File: src/rtl/ramio_consts.vh
// constants for the muxed-bus ram / io / timer peripheral
// assumes inclusion by ramio_port and its bound checker; edge_fall and down_timer do not include it
`ifndef RAMIO_CONSTS_VH
`define RAMIO_CONSTS_VH
`define RAM_AW          7
`define OFS_PA_DATA     5'h00
`define OFS_PB_DATA     5'h01
`define OFS_PC_DATA     5'h02
`define OFS_PA_DIR      5'h04
`define OFS_PB_DIR      5'h05
`define OFS_PC_DIR      5'h06
`define OFS_MODE        5'h07
`define OFS_PA_CLR      5'h08
`define OFS_PB_CLR      5'h09
`define OFS_PC_CLR      5'h0a
`define OFS_PA_SET      5'h0c
`define OFS_PB_SET      5'h0d
`define OFS_PC_SET      5'h0e
`define OFS_T0_LO       5'h10
`define OFS_T0_HI       5'h11
`define OFS_T1_LO       5'h12
`define OFS_T1_HI       5'h13
`define OFS_T0_STOP     5'h14
`define OFS_T0_START    5'h15
`define OFS_T1_STOP     5'h16
`define OFS_T1_START    5'h17
`define OFS_T0_MODE     5'h18
`define OFS_T1_MODE     5'h19
`define MODE_BASIC      2'h0
`define MODE_STB_IN     2'h1
`define MODE_STB_OUT_A  2'h2
`define MODE_STB_OUT_Z  2'h3
`define BIT_IRQ         0
`define BIT_BUF_FULL    1
`define BIT_STROBE      2
`define BIT_GATE        3
`define BIT_T1_CLK      4
`define BIT_T1_OUT      5
`endif

File: src/rtl/edge_fall.v
// falling-edge detector for a pin already synchronous to ref_clk
// assumes the input is glitch free at clock rate
module edge_fall (
    ref_clk,
    nrst,
    level_in,
    fall
);
    input  wire ref_clk;
    input  wire nrst;
    input  wire level_in;
    output wire fall;
    reg         last_q;
    always @(posedge ref_clk or negedge nrst) begin
        if (!nrst) begin
            last_q <= 1'b1;
        end else begin
            last_q <= level_in;
        end
    end
    assign fall = last_q & ~level_in;
endmodule // edge_fall

File: src/rtl/down_timer.v
// 16-bit down counter clocked by falling edges of an input pin
// assumes the pin is synchronous; output toggles on each terminal count
module down_timer #(
    parameter W = 16
) (
    ref_clk,
    nrst,
    srst,
    clk_pin,
    gate,
    run,
    load,
    load_val,
    count,
    out_q
);
    input  wire         ref_clk;
    input  wire         nrst;
    input  wire         srst;
    input  wire         clk_pin;
    input  wire         gate;
    input  wire         run;
    input  wire         load;
    input  wire [W-1:0] load_val;
    output reg  [W-1:0] count;
    output reg          out_q;
    wire                tick;
    edge_fall u_edge (
        .ref_clk  (ref_clk),
        .nrst     (nrst),
        .level_in (clk_pin),
        .fall     (tick)
    );
    always @(posedge ref_clk or negedge nrst) begin
        if (!nrst) begin
            count <= {W{1'b0}};
            out_q <= 1'b1;
        end else if (srst) begin
            count <= {W{1'b0}};
            out_q <= 1'b1;
        end else if (load) begin
            count <= load_val;
        end else if (run && gate && tick) begin
            if (count == {W{1'b0}}) begin
                count <= load_val;
                out_q <= ~out_q;
            end else begin
                count <= count - {{(W-1){1'b0}}, 1'b1};
            end
        end
    end
endmodule // down_timer

File: src/rtl/ramio_port.v
// muxed address/data bus peripheral: 128x8 storage, three ports, two timers
// assumes all pins are synchronous to ref_clk; the bench resolves the
// bidirectional pins from the output enables
`include "ramio_consts.vh"
module ramio_port #(
    parameter RAM_DEPTH = 128
) (
    ref_clk,
    nrst,
    reset_in,
    addr_latch,
    chip_enable,
    io_timer_or_ram_select,
    read_n,
    write_n,
    mux_addr_data_bus_in,
    mux_addr_data_bus_out,
    mux_addr_data_bus_oe,
    port_a_pins_in,
    port_a_pins_out,
    port_a_pins_oe,
    port_b_pins_in,
    port_b_pins_out,
    port_b_pins_oe,
    port_c_pins_in,
    port_c_pins_out,
    port_c_pins_oe,
    timer0_clock_in,
    timer0_output
);
    input  wire       ref_clk;
    input  wire       nrst;
    input  wire       reset_in;
    input  wire       addr_latch;
    input  wire       chip_enable;
    input  wire       io_timer_or_ram_select;
    input  wire       read_n;
    input  wire       write_n;
    input  wire [7:0] mux_addr_data_bus_in;
    output reg  [7:0] mux_addr_data_bus_out;
    output reg        mux_addr_data_bus_oe;
    input  wire [7:0] port_a_pins_in;
    output reg  [7:0] port_a_pins_out;
    output reg  [7:0] port_a_pins_oe;
    input  wire [7:0] port_b_pins_in;
    output reg  [7:0] port_b_pins_out;
    output reg  [7:0] port_b_pins_oe;
    input  wire [5:0] port_c_pins_in;
    output reg  [5:0] port_c_pins_out;
    output reg  [5:0] port_c_pins_oe;
    input  wire       timer0_clock_in;
    output reg        timer0_output;

    reg  [7:0]  ram [0:RAM_DEPTH-1];
    reg  [7:0]  addr_q;
    reg         ce_q;
    reg         sel_io_q;
    reg  [7:0]  pa_q, pb_q, pa_dir_q, pb_dir_q, mode_q, pa_in_q;
    reg  [5:0]  pc_q, pc_dir_q;
    reg  [7:0]  t0_mode_q, t1_mode_q;
    reg  [15:0] t0_mod_q, t1_mod_q;
    reg         t0_run_q, t1_run_q;
    reg         full_q, irq_q, wr_last_q;
    reg  [7:0]  rd_data;
    wire        ale_fall, stb_fall, rd_fall;
    wire [15:0] t0_cnt, t1_cnt;
    wire        t0_out, t1_out;
    wire [4:0]  ofs = addr_q[4:0];
    wire        strobed = mode_q[0];
    wire [1:0]  pa_mode = mode_q[0] ? {mode_q[1], ~mode_q[1] | mode_q[2]}
                                    : `MODE_BASIC;
    wire        access = ce_q & ~addr_latch;
    wire        rd_act = access & ~read_n;
    wire        wr_act = access & ~write_n;
    wire        wr_pulse = wr_act & ~wr_last_q;
    wire        io_wr = wr_pulse & sel_io_q;
    wire        gate = port_c_pins_in[`BIT_GATE] | pc_dir_q[`BIT_GATE];

    edge_fall u_ale (
        .ref_clk  (ref_clk),
        .nrst     (nrst),
        .level_in (addr_latch),
        .fall     (ale_fall)
    );
    edge_fall u_stb (
        .ref_clk  (ref_clk),
        .nrst     (nrst),
        .level_in (port_c_pins_in[`BIT_STROBE]),
        .fall     (stb_fall)
    );
    edge_fall u_rd (
        .ref_clk  (ref_clk),
        .nrst     (nrst),
        .level_in (read_n | ~access),
        .fall     (rd_fall)
    );
    down_timer #(.W(16)) u_t0 (
        .ref_clk  (ref_clk),
        .nrst     (nrst),
        .srst     (reset_in),
        .clk_pin  (timer0_clock_in),
        .gate     (gate),
        .run      (t0_run_q),
        .load     (io_wr && ofs == `OFS_T0_HI),
        // the load must see the high byte being written this cycle
        .load_val (io_wr && ofs == `OFS_T0_HI
                   ? {mux_addr_data_bus_in, t0_mod_q[7:0]} : t0_mod_q),
        .count    (t0_cnt),
        .out_q    (t0_out)
    );
    down_timer #(.W(16)) u_t1 (
        .ref_clk  (ref_clk),
        .nrst     (nrst),
        .srst     (reset_in),
        .clk_pin  (port_c_pins_in[`BIT_T1_CLK]),
        .gate     (gate),
        .run      (t1_run_q),
        .load     (io_wr && ofs == `OFS_T1_HI),
        .load_val (io_wr && ofs == `OFS_T1_HI
                   ? {mux_addr_data_bus_in, t1_mod_q[7:0]} : t1_mod_q),
        .count    (t1_cnt),
        .out_q    (t1_out)
    );

    // address capture: the latch strobe fall takes all three together
    always @(posedge ref_clk or negedge nrst) begin
        if (!nrst) begin
            addr_q   <= 8'h00;
            ce_q     <= 1'b0;
            sel_io_q <= 1'b0;
        end else if (reset_in) begin
            addr_q   <= 8'h00;
            ce_q     <= 1'b0;
            sel_io_q <= 1'b0;
        end else if (ale_fall) begin
            addr_q   <= mux_addr_data_bus_in;
            ce_q     <= chip_enable;
            sel_io_q <= io_timer_or_ram_select;
        end
    end

    // storage has no reset so its contents survive the reset input
    always @(posedge ref_clk) begin
        if (wr_pulse && !sel_io_q) begin
            ram[addr_q[`RAM_AW-1:0]] <= mux_addr_data_bus_in;
        end
    end

    always @* begin
        rd_data = 8'h00;
        if (!sel_io_q) begin
            rd_data = ram[addr_q[`RAM_AW-1:0]];
        end else begin
            case (ofs)
                `OFS_PA_DATA: rd_data = (pa_q & pa_dir_q) |
                    ((pa_mode == `MODE_STB_IN ? pa_in_q : port_a_pins_in)
                     & ~pa_dir_q);
                `OFS_PB_DATA: rd_data = (pb_q & pb_dir_q) |
                                        (port_b_pins_in & ~pb_dir_q);
                `OFS_PC_DATA: rd_data = {2'h0, (pc_q & pc_dir_q) |
                                        (port_c_pins_in & ~pc_dir_q)};
                `OFS_T0_LO:   rd_data = t0_cnt[7:0];
                `OFS_T0_HI:   rd_data = t0_cnt[15:8];
                `OFS_T1_LO:   rd_data = t1_cnt[7:0];
                `OFS_T1_HI:   rd_data = t1_cnt[15:8];
                `OFS_T0_MODE: rd_data = t0_mode_q;
                `OFS_T1_MODE: rd_data = t1_mode_q;
                default:      rd_data = 8'h00;
            endcase
        end
    end

    // register writes; bit-set and bit-clear touch only the data latch
    always @(posedge ref_clk or negedge nrst) begin
        if (!nrst) begin
            pa_q <= 8'h00; pb_q <= 8'h00; pc_q <= 6'h00;
            pa_dir_q <= 8'h00; pb_dir_q <= 8'h00; pc_dir_q <= 6'h00;
            mode_q <= 8'h00; t0_mode_q <= 8'h00; t1_mode_q <= 8'h00;
            t0_mod_q <= 16'h0000; t1_mod_q <= 16'h0000;
            t0_run_q <= 1'b0; t1_run_q <= 1'b0; wr_last_q <= 1'b0;
        end else if (reset_in) begin
            pa_q <= 8'h00; pb_q <= 8'h00; pc_q <= 6'h00;
            pa_dir_q <= 8'h00; pb_dir_q <= 8'h00; pc_dir_q <= 6'h00;
            mode_q <= 8'h00; t0_mode_q <= 8'h00; t1_mode_q <= 8'h00;
            t0_mod_q <= 16'h0000; t1_mod_q <= 16'h0000;
            t0_run_q <= 1'b0; t1_run_q <= 1'b0; wr_last_q <= 1'b0;
        end else begin
            wr_last_q <= wr_act;
            if (io_wr) begin
                case (ofs)
                    `OFS_PA_DATA:  pa_q <= mux_addr_data_bus_in;
                    `OFS_PB_DATA:  pb_q <= mux_addr_data_bus_in;
                    `OFS_PC_DATA:  pc_q <= mux_addr_data_bus_in[5:0];
                    `OFS_PA_DIR:   pa_dir_q <= mux_addr_data_bus_in;
                    `OFS_PB_DIR:   pb_dir_q <= mux_addr_data_bus_in;
                    `OFS_PC_DIR:   pc_dir_q <= mux_addr_data_bus_in[5:0];
                    `OFS_MODE:     mode_q <= mux_addr_data_bus_in;
                    `OFS_PA_CLR:   pa_q <= pa_q & ~mux_addr_data_bus_in;
                    `OFS_PB_CLR:   pb_q <= pb_q & ~mux_addr_data_bus_in;
                    `OFS_PC_CLR:   pc_q <= pc_q & ~mux_addr_data_bus_in[5:0];
                    `OFS_PA_SET:   pa_q <= pa_q | mux_addr_data_bus_in;
                    `OFS_PB_SET:   pb_q <= pb_q | mux_addr_data_bus_in;
                    `OFS_PC_SET:   pc_q <= pc_q | mux_addr_data_bus_in[5:0];
                    `OFS_T0_LO:    t0_mod_q[7:0] <= mux_addr_data_bus_in;
                    `OFS_T0_HI:    t0_mod_q[15:8] <= mux_addr_data_bus_in;
                    `OFS_T1_LO:    t1_mod_q[7:0] <= mux_addr_data_bus_in;
                    `OFS_T1_HI:    t1_mod_q[15:8] <= mux_addr_data_bus_in;
                    `OFS_T0_STOP:  t0_run_q <= 1'b0;
                    `OFS_T0_START: t0_run_q <= 1'b1;
                    `OFS_T1_STOP:  t1_run_q <= 1'b0;
                    `OFS_T1_START: t1_run_q <= 1'b1;
                    `OFS_T0_MODE:  t0_mode_q <= mux_addr_data_bus_in;
                    `OFS_T1_MODE:  t1_mode_q <= mux_addr_data_bus_in;
                    default:       pa_q <= pa_q;
                endcase
            end
        end
    end

    // strobed handshake for port a; a peripheral strobe beats a cpu
    // access in the same cycle, so a strobed input byte is kept but a cpu write in that cycle leaves full clear
    wire cpu_pa = sel_io_q && ofs == `OFS_PA_DATA;
    always @(posedge ref_clk or negedge nrst) begin
        if (!nrst) begin
            full_q <= 1'b0; irq_q <= 1'b1; pa_in_q <= 8'h00;
        end else if (reset_in || !strobed) begin
            full_q <= 1'b0; irq_q <= 1'b1; pa_in_q <= 8'h00;
        end else if (pa_mode == `MODE_STB_IN) begin
            if (stb_fall) begin
                pa_in_q <= port_a_pins_in;
                full_q  <= 1'b1;
                irq_q   <= 1'b0;
            end else if (rd_fall && cpu_pa) begin
                full_q  <= 1'b0;
                irq_q   <= 1'b1;
            end
        end else begin
            if (stb_fall) begin
                full_q <= 1'b0;
                irq_q  <= 1'b0;
            end else if (io_wr && ofs == `OFS_PA_DATA) begin
                full_q <= 1'b1;
                irq_q  <= 1'b1;
            end
        end
    end

    // registered pin and bus drivers
    always @(posedge ref_clk or negedge nrst) begin
        if (!nrst) begin
            mux_addr_data_bus_out <= 8'h00; mux_addr_data_bus_oe <= 1'b0;
            port_a_pins_out <= 8'h00; port_a_pins_oe <= 8'h00;
            port_b_pins_out <= 8'h00; port_b_pins_oe <= 8'h00;
            port_c_pins_out <= 6'h00; port_c_pins_oe <= 6'h00;
            timer0_output <= 1'b1;
        end else if (reset_in) begin
            // pin registers reset too (timer0_output goes high), not only the latches behind them
            mux_addr_data_bus_out <= 8'h00; mux_addr_data_bus_oe <= 1'b0;
            port_a_pins_out <= 8'h00; port_a_pins_oe <= 8'h00;
            port_b_pins_out <= 8'h00; port_b_pins_oe <= 8'h00;
            port_c_pins_out <= 6'h00; port_c_pins_oe <= 6'h00;
            timer0_output <= 1'b1;
        end else begin
            mux_addr_data_bus_out <= rd_data;
            mux_addr_data_bus_oe  <= rd_act & ~reset_in;
            timer0_output   <= reset_in ? 1'b1 : t0_out;
            port_a_pins_out <= pa_q;
            port_b_pins_out <= pb_q;
            port_b_pins_oe  <= reset_in ? 8'h00 : pb_dir_q;
            if (reset_in || pa_mode == `MODE_STB_IN) begin
                port_a_pins_oe <= 8'h00;
            end else if (pa_mode == `MODE_STB_OUT_Z) begin
                port_a_pins_oe <= port_c_pins_in[`BIT_STROBE] ? 8'h00
                                                               : 8'hff;
            end else if (pa_mode == `MODE_STB_OUT_A) begin
                port_a_pins_oe <= 8'hff;
            end else begin
                port_a_pins_oe <= pa_dir_q;
            end
            port_c_pins_out <= pc_q;
            port_c_pins_oe  <= reset_in ? 6'h00 : pc_dir_q;
            port_c_pins_out[`BIT_T1_OUT] <= t1_out;
            if (pc_dir_q[`BIT_T1_OUT] && !reset_in) begin
                port_c_pins_oe[`BIT_T1_OUT] <= 1'b1;
            end
            if (strobed && !reset_in) begin
                port_c_pins_out[`BIT_IRQ]      <= irq_q;
                port_c_pins_oe[`BIT_IRQ]       <= 1'b1;
                port_c_pins_out[`BIT_BUF_FULL] <= full_q;
                port_c_pins_oe[`BIT_BUF_FULL]  <= 1'b1;
                port_c_pins_oe[`BIT_STROBE]    <= 1'b0;
            end
        end
    end
endmodule // ramio_port

File: config.mk
export PLATFORM = sky130hd
export DESIGN_NAME = ramio_port
export DESIGN_NICKNAME = d
export VERILOG_FILES = /design/src/rtl/edge_fall.v /design/src/rtl/down_timer.v /design/src/rtl/ramio_port.v
export VERILOG_INCLUDE_DIRS = /design/src /design/src/rtl
export SDC_FILE = /design/constraint.sdc
export NUM_CORES = 1
export LEC_CHECK = 0
export BUFFER_PORTS_ARGS = -buffer_cell sky130_fd_sc_hd__buf_4
export CAP_MARGIN = 20
export CORE_MARGIN = 2
export CORE_UTILIZATION = 45
export CTS_CLUSTER_DIAMETER = 80
export DETAILED_ROUTE_END_ITERATION = 8
export HOLD_SLACK_MARGIN = 0.12
export PLACE_DENSITY_LB_ADDON = 0.2
export SLEW_MARGIN = 10
export SYNTH_ARGS = -nofsm -noshare
export SYNTH_HDL_FRONTEND = slang
export SYNTH_HIERARCHICAL = 1
export SYNTH_SLANG_ARGS = --single-unit
File: constraint.sdc
create_clock -name ref_clk -period 2.5 [get_ports ref_clk]
set_input_delay 0.25 -clock ref_clk [delete_from_list [all_inputs] [get_ports ref_clk]]
set_output_delay 0.25 -clock ref_clk [all_outputs]
set_load 0.005 [all_outputs]
# [Word-level counts from Yosys, hierarchy flattened]
# Memory sizes are Yosys's and may differ from the RTL's.
# Cells that the tools add are included.
[word_totals] reg_bits=210 ramBits=1024 input_bits=39 out_inout_bits=54 wordCells=284 mem_count=1
[memory_table] name="ram" depth=128 word_bits=8 rd=1 rd_ports_with_merged_regs=0 write_ports=1 line_no="ramio_port.v:54" rtl="reg [7:0] ram [0:RAM_DEPTH-1];"
[classes] add_sub_neg=2 eq_ne=28 muxes=101 n_bitwise=47 reduce_logical=65
[op_table] op="$mux W8" n=34
[op_table] op="$mux W16" n=14
[op_table] op="$pmux W8 S9" n=1
[op_table] op="$eq A5 B5 Y1 const B" n=10
[op_table] op="$and A8 B8 Y8" n=6
[op_table] op="$pmux W8 S3" n=2
[op_table] op="$mux W6" n=7
[op_table] op="$reduce_bool A2 Y1" n=18
[op_table] op="$reduce_and A2 Y1" n=17
[op_table] op="$logic_not A16 Y1" n=2
[op_table] op="$mux W1" n=32
[op_table] op="$or A8 B8 Y8" n=4
[op_table] op="$sub A16 B1 Y16 const B" n=2
[op_table] op="$eq A5 B4 Y1 const B" n=6
[op_table] op="$not A8 Y8" n=3
[op_table] op="$eq A5 B3 Y1 const B" n=4
[op_table] op="$and A6 B6 Y6" n=3
[op_table] op="$pmux W6 S3" n=1
[op_table] op="$reduce_bool A4 Y1" n=4
[op_table] op="$mux W7" n=2
[op_table] op="$not A1 Y1" n=13
[op_table] op="$logic_and A1 B1 Y1" n=12
[op_table] op="$mux W3" n=4
[op_table] op="$not A6 Y6" n=2
[op_table] op="16 further kinds" n=40

# [Depth between registers and ports, before layout]
# Gate-level depths: netlist of run 1.
[depth] depth_word=11 depth_mapped=15 ltp_nobuf=10

# [By module]
# The synthesis of run 1 kept the hierarchy.
[by_module_without_submodules] mod="ramio_port" instances=1 cells_each=2882 area_per_inst_um2=48087.4 seq_area_each_um2=35031.1
[by_module_without_submodules] mod="down_timer (u_t0)" instances=1 cells_each=144 area_per_inst_um2=1270.0 seq_area_each_um2=426.7
[by_module_without_submodules] mod="down_timer (u_t1)" instances=1 cells_each=144 area_per_inst_um2=1263.7 seq_area_each_um2=426.7
[by_module_without_submodules] mod="edge_fall" instances=5 cells_each=2 area_per_inst_um2=40.0 seq_area_each_um2=26.3

# [Least setup slack after synthesis of run 1]
# Ideal clock, no wire load.
[synth_path] path_type="register to register" startpoint="reg addr_q[0]" endpoint="reg u_t1.count[2]" setup_time_ns=0.110 arrival_ns=2.474 t_required_ns=2.390 setup_slack_ns=-0.085 path_stages_with_launch=14 n_path_buf=6 period_less_slack_ns=2.585 cell_sequence="dfrtp_1 > buf_6 > buf_6 > buf_6 > buf_6 > nand2_2 > nor2_2 > nand2_2 > inv_1 > buf_6 > a31oi_1 > or2_2 > clkbuf_1 > o41ai_1"
[synth_via] elab_chain_len=4 elab_cells_between_ends=5 classes_between="eq/ne (1); mux (2); reduce/logical (2)"
[synth_rtl] item="from (decl)" line_no="ramio_port.v:55" rtl="reg [7:0] addr_q;"
[synth_rtl] item="from (signal assigned)" line_no="ramio_port.v:136" rtl="addr_q <= mux_addr_data_bus_in;"
[synth_rtl] item="$eq A5 B5 Y1 (*)"
[synth_rtl] item="$logic_and A1 B1 Y1 (no line) (*)"
[synth_rtl] item="$mux W16" line_no="down_timer.v:41" rtl="end else if (load) begin"
[synth_rtl] item="$mux W16" line_no="down_timer.v:38" rtl="end else if (srst) begin"
[synth_rtl] item="to (signal assigned)" line_no="down_timer.v:39" rtl="count <= {W{1'b0}};"
[synth_rtl] item="to (signal assigned)" line_no="down_timer.v:42" rtl="count <= load_val;"
[synth_rtl] item="to (signal assigned)" line_no="down_timer.v:45" rtl="count <= load_val;"
[synth_rtl] item="to (decl)" line_no="down_timer.v:25" rtl="output reg [W-1:0] count;"
# Every way passes the cells marked *; elsewhere a longest branch is shown, timed or not.
# A chain may end at the register's enable or synchronous reset.

# [Final worst setup path of run 1]
[layout_path] startpoint="reg addr_q[0]" endpoint="reg mux_addr_data_bus_out[1]"
[layout_via] elab_chain_len=4 elab_cells_between_ends=13 classes_between="eq/ne (8); mux (3); reduce/logical (1); memory (1)"
[layout_rtl] item="parallel branches: the longest is 2 deep, another holds $mem_v2 Z128 W8"
[layout_rtl] item="$mux W8 (*)" line_no="ramio_port.v:151" rtl="if (!sel_io_q) begin"
[layout_rtl] item="$mux W8 (*)" line_no="ramio_port.v:256" rtl="end else if (reset_in) begin"
[layout_rtl] item="to (signal assigned)" line_no="ramio_port.v:264" rtl="mux_addr_data_bus_out <= rd_data;"
[layout_rtl] item="to (decl)" line_no="ramio_port.v:40" rtl="output reg [7:0] mux_addr_data_bus_out;"
# Mark *: on every way between the ends.

==> results of run 1 <==
## cells in the final DEF, fill, tap and decap left out, drive strengths merged, types with 7 or more instances in the layout
master and n:
a211oi 12, a21oi 140, a22o 11, a22oi 57
and3 12, buf 636, bufinv 10, clkbuf 175
clkinv 35, clkinvlp 7, dfrtp 201, dfstp 9
dlygate4sd3 27, edfxtp 1024, inv 21, mux2 44
mux2i 354, mux4 130, nand2 267, nand2b 12
nand3 55, nand4 43, nor2 251, nor2b 62
nor3 31, nor4 9, o211ai 10, o21a 12
o21ai 77, o221a 7, o221ai 26, o22ai 24
or2 9, or4 11
## metrics by stage
step,hold slack (ns),TNS [ns],utilization
floorplan,-0.0456,-0.0848,-
global placement,0.271,-5.23,0.506
detailed placement,0.279,-5.88,0.506
CTS,0.139,-1.40,0.554
global route,0.148,-4.63,0.558
finish,0.167,-1.51,0.558
## cell families (layout without fill, tap and decap cells)
kind of cell | after synthesis | in the layout | share of synthesized area
compound gates | 424 | 424 | 0.0550
xor+xnor | 3 | 3 | 0.000517
fa+ha+maj | 4 | 4 | 0.000985
buf+inv | 195 | 912 | 0.0231
flops | 1234 | 1234 | 0.709
mux | 528 | 528 | 0.138
other cells | 0 | 1 | 0
simple gates | 792 | 792 | 0.0736
## Yosys cell counts, drive strengths merged, types with 10 or more instances
library cell	instances
edfxtp	1024
mux2i	354
nand2	267
nor2	251
dfrtp	201
a21oi	140
mux4	130
buf	107
o21ai	77
clkbuf	73
nor2b	62
a22oi	57
nand3	55
mux2	44
nand4	43
nor3	31
o221ai	26
o22ai	24
inv	15
a211oi	12
and3	12
nand2b	12
o21a	12
a22o	11
or4	11
o211ai	10
## what timing repair did
item / in CTS / in global routing
resized for setup: 115 / 57
gates cloned: 3 / 0
setup endpoints to repair: 74 / 94
endpoints found under the hold margin: 388 / 0
hold buffers: 28 / 0
pin swaps: 20 / 10
setup buffers: 14 / 15
## final cells by class
class                           instances  area [um2]
Fill cell                            8718       49600
Sequential cell                      1234       36000
Multi-Input combinational cell       1751       14300
Timing Repair Buffer                  665        5980
Clock buffer                          174        3710
Tap cell                             1500        1880
Clock inverter                         58         636
Inverter                               15        61.3
Antenna cell                            1        2.50
## where the power goes
group	internal [mW]	total [mW]	switching [mW]
Clock	11.5	19.5	7.95
Sequential	22.3	22.4	0.0458
Combinational	1.02	2.61	1.59
Total	34.8	44.4	9.58
## metal layers
layer | track usage | routed length (um) | vias up
met5 | 0 | 0 | -
met4 | 0.0872 | 4850 | 0
met3 | 0.0455 | 11300 | 241
met2 | 0.401 | 70000 | 1384
met1 | 0.350 | 60400 | 16300
li1 | - | - | 13600
## sequential cells by signal, summed over array words and instances, names as in the netlist, 7 cells and up
name and count:
ram 1024, t0_mod_q 16, t1_mod_q 16, u_t0/count 16
u_t1/count 16, mux_addr_data_bus_out 8, pa_dir_q 8, pa_in_q 8
pa_q 8, pb_dir_q 8, pb_q 8, port_a_pins_oe 8
port_a_pins_out 8, port_b_pins_oe 8, port_b_pins_out 8, t0_mode_q 8
t1_mode_q 8, addr_q 7
## final timing paths
kind | end | slack, ns | depth (start not counted)
setup / recovery | mux_addr_data_bus_out[1]$_DFF_PN0_ | -0.23 | 8
min in group ref_clk | u_t0/u_edge/last_q$_DFF_PN1_ | 0.20 | 2
max in group asynchronous | addr_q[0]$_DFFE_PN0P_ | 1.95 | 3
hold / removal | timer0_output$_DFF_PN1_ | 0.17 | 2
hold reg to reg | pc_q[5]$_DFFE_PN0P_ | 0.51 | 2
setup reg to reg | mux_addr_data_bus_out[1]$_DFF_PN0_ | -0.23 | 8
## critical path, cell delays in order (launching register included)
cell      delay (ns)
dfrtp_4         0.52
buf_12          0.23
buf_6           0.20
mux4_1          0.60
mux2i_1         0.27
o221ai_1        0.22
o22ai_2         0.28
nor2_1          0.07
o221a_2         0.24
==> flow_summary.json, run 1 <==
{
  "crit_arrival_ns": 3.37,
  "grt_start_max_net_pins": 107,
  "drive_above_1_share": 0.298,
  "dp_slack_ns": -0.538,
  "maxCapViolCount": 0,
  "synth_cell_types": 79,
  "cp.required_ns": 3.14,
  "post_drt_wl_per_cell_um": 27.1,
  "clock_latency_ns": 0.75,
  "via_per_inst": 5.84,
  "final_nets": 3842,
  "final-hold-violation-count": 0,
  "skew_ns": 0.0377,
  "violations": "negative setup slack",
  "slew_viol_final": 0,
  "tritoncts": "built",
  "antenna_found_initial": 2,
  "slew_headroom": 0.490,
  "die_area_mm2": 0.116,
  "numPortBuffers": 92,
  "yosysSeqAreaShare": 0.709,
  "drt_iter0_drc": 3773,
  "area_delta_synth_final_pct": 23.1,
  "clockBufferDepth": 3,
  "synth_nets": 3223,
  "die_height_um": 340,
  "postRouteAntennaNets": 0,
  "ir_drop_uv": 620,
  "power_density_mw_per_mm2": 710,
  "grt_pass1_wl_mm": 215,
  "drtPass1Iterations": 6,
  "grt_pass1_vias": 31800,
  "yosys-top-cells-area": "edfxtp_1, dfrtp_1, mux2i_1",
  "cts_htree_levels": 4,
  "design_area_mm2": 0.0626,
  "hpwlAfterDp_mm": 98.1,
  "netlist_area_mm2": 0.0508,
  "wl_mm": 147,
  "async_reset_ff_frac": 0.170,
  "gr-total-overflow": 0,
  "status": "finished with violations",
  "worst_slew_pin_slew_ns": 0.765,
  "cts_sinks": 1234,
  "leakagePower_nw": 22.1,
  "end_kind": "flip-flop",
  "crit_start": "addr_q[0]$_DFFE_PN0P_",
  "grt_setup_unrepaired": "true",
  "worstSetupPathType": "flip-flop to flip-flop",
  "timing.final.ws_setup_ns": -0.232,
  "numCtsBuffers": 132,
  "cp-start-kind": "flip-flop",
  "drc": 0,
  "post_layout_nonfiller_instances": 5398,
  "fin_total_pwr_mw": 44.4,
  "critPathMaxFanout": 8,
  "placed_cells": 5110,
  "fmax_ghz": 0.366,
  "yosysWarnings": 6,
  "hold_class": "input port to asynchronous set/reset pin",
  "synth.top_cell.area_share": 0.605,
  "final.min_clock_period_ns": 2.73,
  "fin_crit_sh": 1.09,
  "std_cell_rows": 123,
  "clkTransAtPathRegs_ns": 0.06,
  "ios": 93,
  "synth_edf_count": 1024,
  "setup_violations": 8,
  "postSynthAreaPerCell_um2": 16.0,
  "initial_core_util": 0.453,
  "synth_flop_cell": "edfxtp_1",
  "die_w_um": 340,
  "placed_area_mm2": 0.0568,
  "yosysTopAreaCell": "edfxtp_1",
  "r2r_start": "addr_q[0]$_DFFE_PN0P_",
  "netlist_instances": 3180,
  "fp.coreArea_mm2": 0.112,
  "place.gp.congestion": 0.932,
  "ctsRootBufferMaster": "clkbuf_16",
  "grtUsageTotal": 0.252,
  "via_count": 31500,
  "ys_ff_latch": 1234
}
(Power assumes the default switching activity.)
==> run 2, diff against run 1 <==
==> constraint.sdc (replaced) <==
create_clock -name ref_clk -period 2.7 [get_ports ref_clk]
set_input_delay 0.27 -clock ref_clk [delete_from_list [all_inputs] [get_ports ref_clk]]
set_output_delay 0.27 -clock ref_clk [all_outputs]
set_load 0.005 [all_outputs]
==> run 2 against run 1 <==
  * The flow still finishes with violations (negative setup slack)
  * Clock skew fell by 0.0090 ns
  * Setup slack improved by 0.10 ns
  * Hold slack improved by 0.033 ns
  * Die area did not move
  * Sequential cell count did not move
  * Clock-buffer cell count fell by 11
  * Combinational power fell by 11%
  * Sequential power fell by 8%
  * Non-clock buffer count fell by 82
==> flow_summary.json, run 2 (synthesized netlist as in run 1, its figures left out) <==
{
  "status": "finished with violations",
  "violations": "negative setup slack",
  "final.min_clock_period_ns": 2.83,
  "clock_latency_ns": 0.75,
  "fin_total_pwr_mw": 41.0,
  "postRouteAntennaNets": 0,
  "std_cell_rows": 123,
  "wl_mm": 142,
  "drt_iter0_drc": 3339,
  "grt_setup_unrepaired": "true",
  "dp_slack_ns": -0.314,
  "grt_pass1_wl_mm": 208,
  "initial_core_util": 0.453,
  "die_height_um": 340,
  "slew_headroom": 0.457,
  "final_nets": 3762,
  "final-hold-violation-count": 0,
  "maxCapViolCount": 0,
  "cts_sinks": 1234,
  "final_common_cell": "edfxtp_1",
  "fin_crit_sh": 1.05,
  "slew_viol_final": 0,
  "fp.coreArea_mm2": 0.112,
  "via_count": 30900,
  "antenna_found_initial": 3,
  "worstSetupPathType": "flip-flop to flip-flop",
  "hpwlAfterDp_mm": 94.3,
  "numCtsBuffers": 134,
  "numPortBuffers": 92,
  "post_drt_wl_per_cell_um": 26.7,
  "gr-total-overflow": 0,
  "setup_violations": 6,
  "most-common-layout-cells": "edfxtp_1, buf_4, mux2i_1",
  "die_area_mm2": 0.116,
  "tritoncts": "built",
  "timing.final.ws_setup_ns": -0.127,
  "largest_register_ffs": 1024,
  "grt_start_max_net_pins": 79,
  "cp.required_ns": 3.32,
  "hold_class": "input port to flip-flop",
  "via_per_inst": 5.79,
  "diodes": 0,
  "grt_pass1_vias": 31300,
  "drc": 0,
  "clkTransAtPathRegs_ns": 0.06,
  "grtUsageTotal": 0.245,
  "end_kind": "flip-flop",
  "die_w_um": 340,
  "crit_arrival_ns": 3.45,
  "cp-start-kind": "flip-flop",
  "place.gp.congestion": 0.928,
  "cts_htree_levels": 4,
  "critPathMaxFanout": 9,
  "power_density_mw_per_mm2": 665,
  "drtPass1Iterations": 6,
  "skew_ns": 0.0286,
  "ios": 93,
  "ctsRootBufferMaster": "clkbuf_16",
  "clockBufferDepth": 3,
  "drive_above_1_share": 0.278,
  "ir_drop_uv": 736,
  "worst_slew_pin_slew_ns": 0.814,
  "leakagePower_nw": 21.8,
  "fmax_ghz": 0.354,
  "area_delta_synth_final_pct": 21.3,
  "setup_tns_ns": -0.331
}
[run 2: changes by cell type in the layout (fill, tap and decap cells not counted), sizes merged]
cell	delta
inv	+2
dlygate4sd3	+1
clkinv	+27
diode	-1
bufbuf	+3
buf	-87
bufinv	-2
clkinvlp	-5
clkbuf	-10
[run 2: through the flow]
step	hold WS [ns]	std cells	utilization	instance area [um2]
after floorplan	-0.0256	3180	-	50800
after global placement	0.250	5030	0.500	56100
after detailed placement	0.251	5030	0.500	56100
after CTS	0.154	5314	0.546	61300
after global routing	0.202	5326	0.550	61700
final	0.200	5326	0.550	61700
[run 2: critical path, stage by stage (launching register included)]
cell and delay (ns):
dfrtp_4 0.51, buf_4 0.15, buf_6 0.13, buf_12 0.15
buf_12 0.14, mux2_2 0.26, o21ai_0 0.24, a211oi_2 0.08
buf_4 0.17, o21ai_0 0.15, and3_2 0.26, nor4_2 0.08
buf_4 0.14, o221a_2 0.25
[run 2: what timing repair did]
action                                  4_1_cts  5_1_grt
endpoints found under the setup margin       34       27
hold buffers                                 29        0
pin swaps                                    11       10
buffers inserted                              8       11
resized for setup                            58       54
gates cloned                                  4        1
endpoints found under the hold margin       377        0
[run 2: final cells by class]
class,instances,area [um2]
fillers,8814,50500
flip-flops and latches,1234,36000
multi-input cells,1751,14100
repair buffers,583,5210
clock buffers,163,3650
well taps,1500,1880
clock inverters,80,741
inverters,15,58.8
[run 2: metal layers]
metal,share of wire,GRT usage
met5,0.000092,0
met4,0.034,0.0923
met3,0.072,0.0423
met2,0.48,0.391
met1,0.42,0.338
[run 2: final timing paths]
kind,from,to,slack [ns],depth (start not counted)
worst min-delay path,port_c_pins_in[5],mux_addr_data_bus_out[5]$_DFF_PN0_,0.20,6
min in group asynchronous,nrst,u_t1/out_q$_DFFE_PN1P_,0.67,3
worst max-delay path,addr_q[0]$_DFFE_PN0P_,mux_addr_data_bus_out[6]$_DFF_PN0_,-0.13,13
max in group asynchronous,nrst,addr_q[1]$_DFFE_PN0P_,1.57,4
worst max register to register,addr_q[0]$_DFFE_PN0P_,mux_addr_data_bus_out[6]$_DFF_PN0_,-0.13,13
worst min register to register,pc_q[5]$_DFFE_PN0P_,pc_q[5]$_DFFE_PN0P_,0.50,2
[run 2: power breakdown]
part	internal [mW]	total, mW	switching (mW)	leakage, nW
Combinational	0.891	2.31	1.42	7.52
Clock	10.5	18.0	7.54	2.16
Sequential	20.7	20.7	0.0280	12.1
Total	32.0	41.0	8.98	21.8
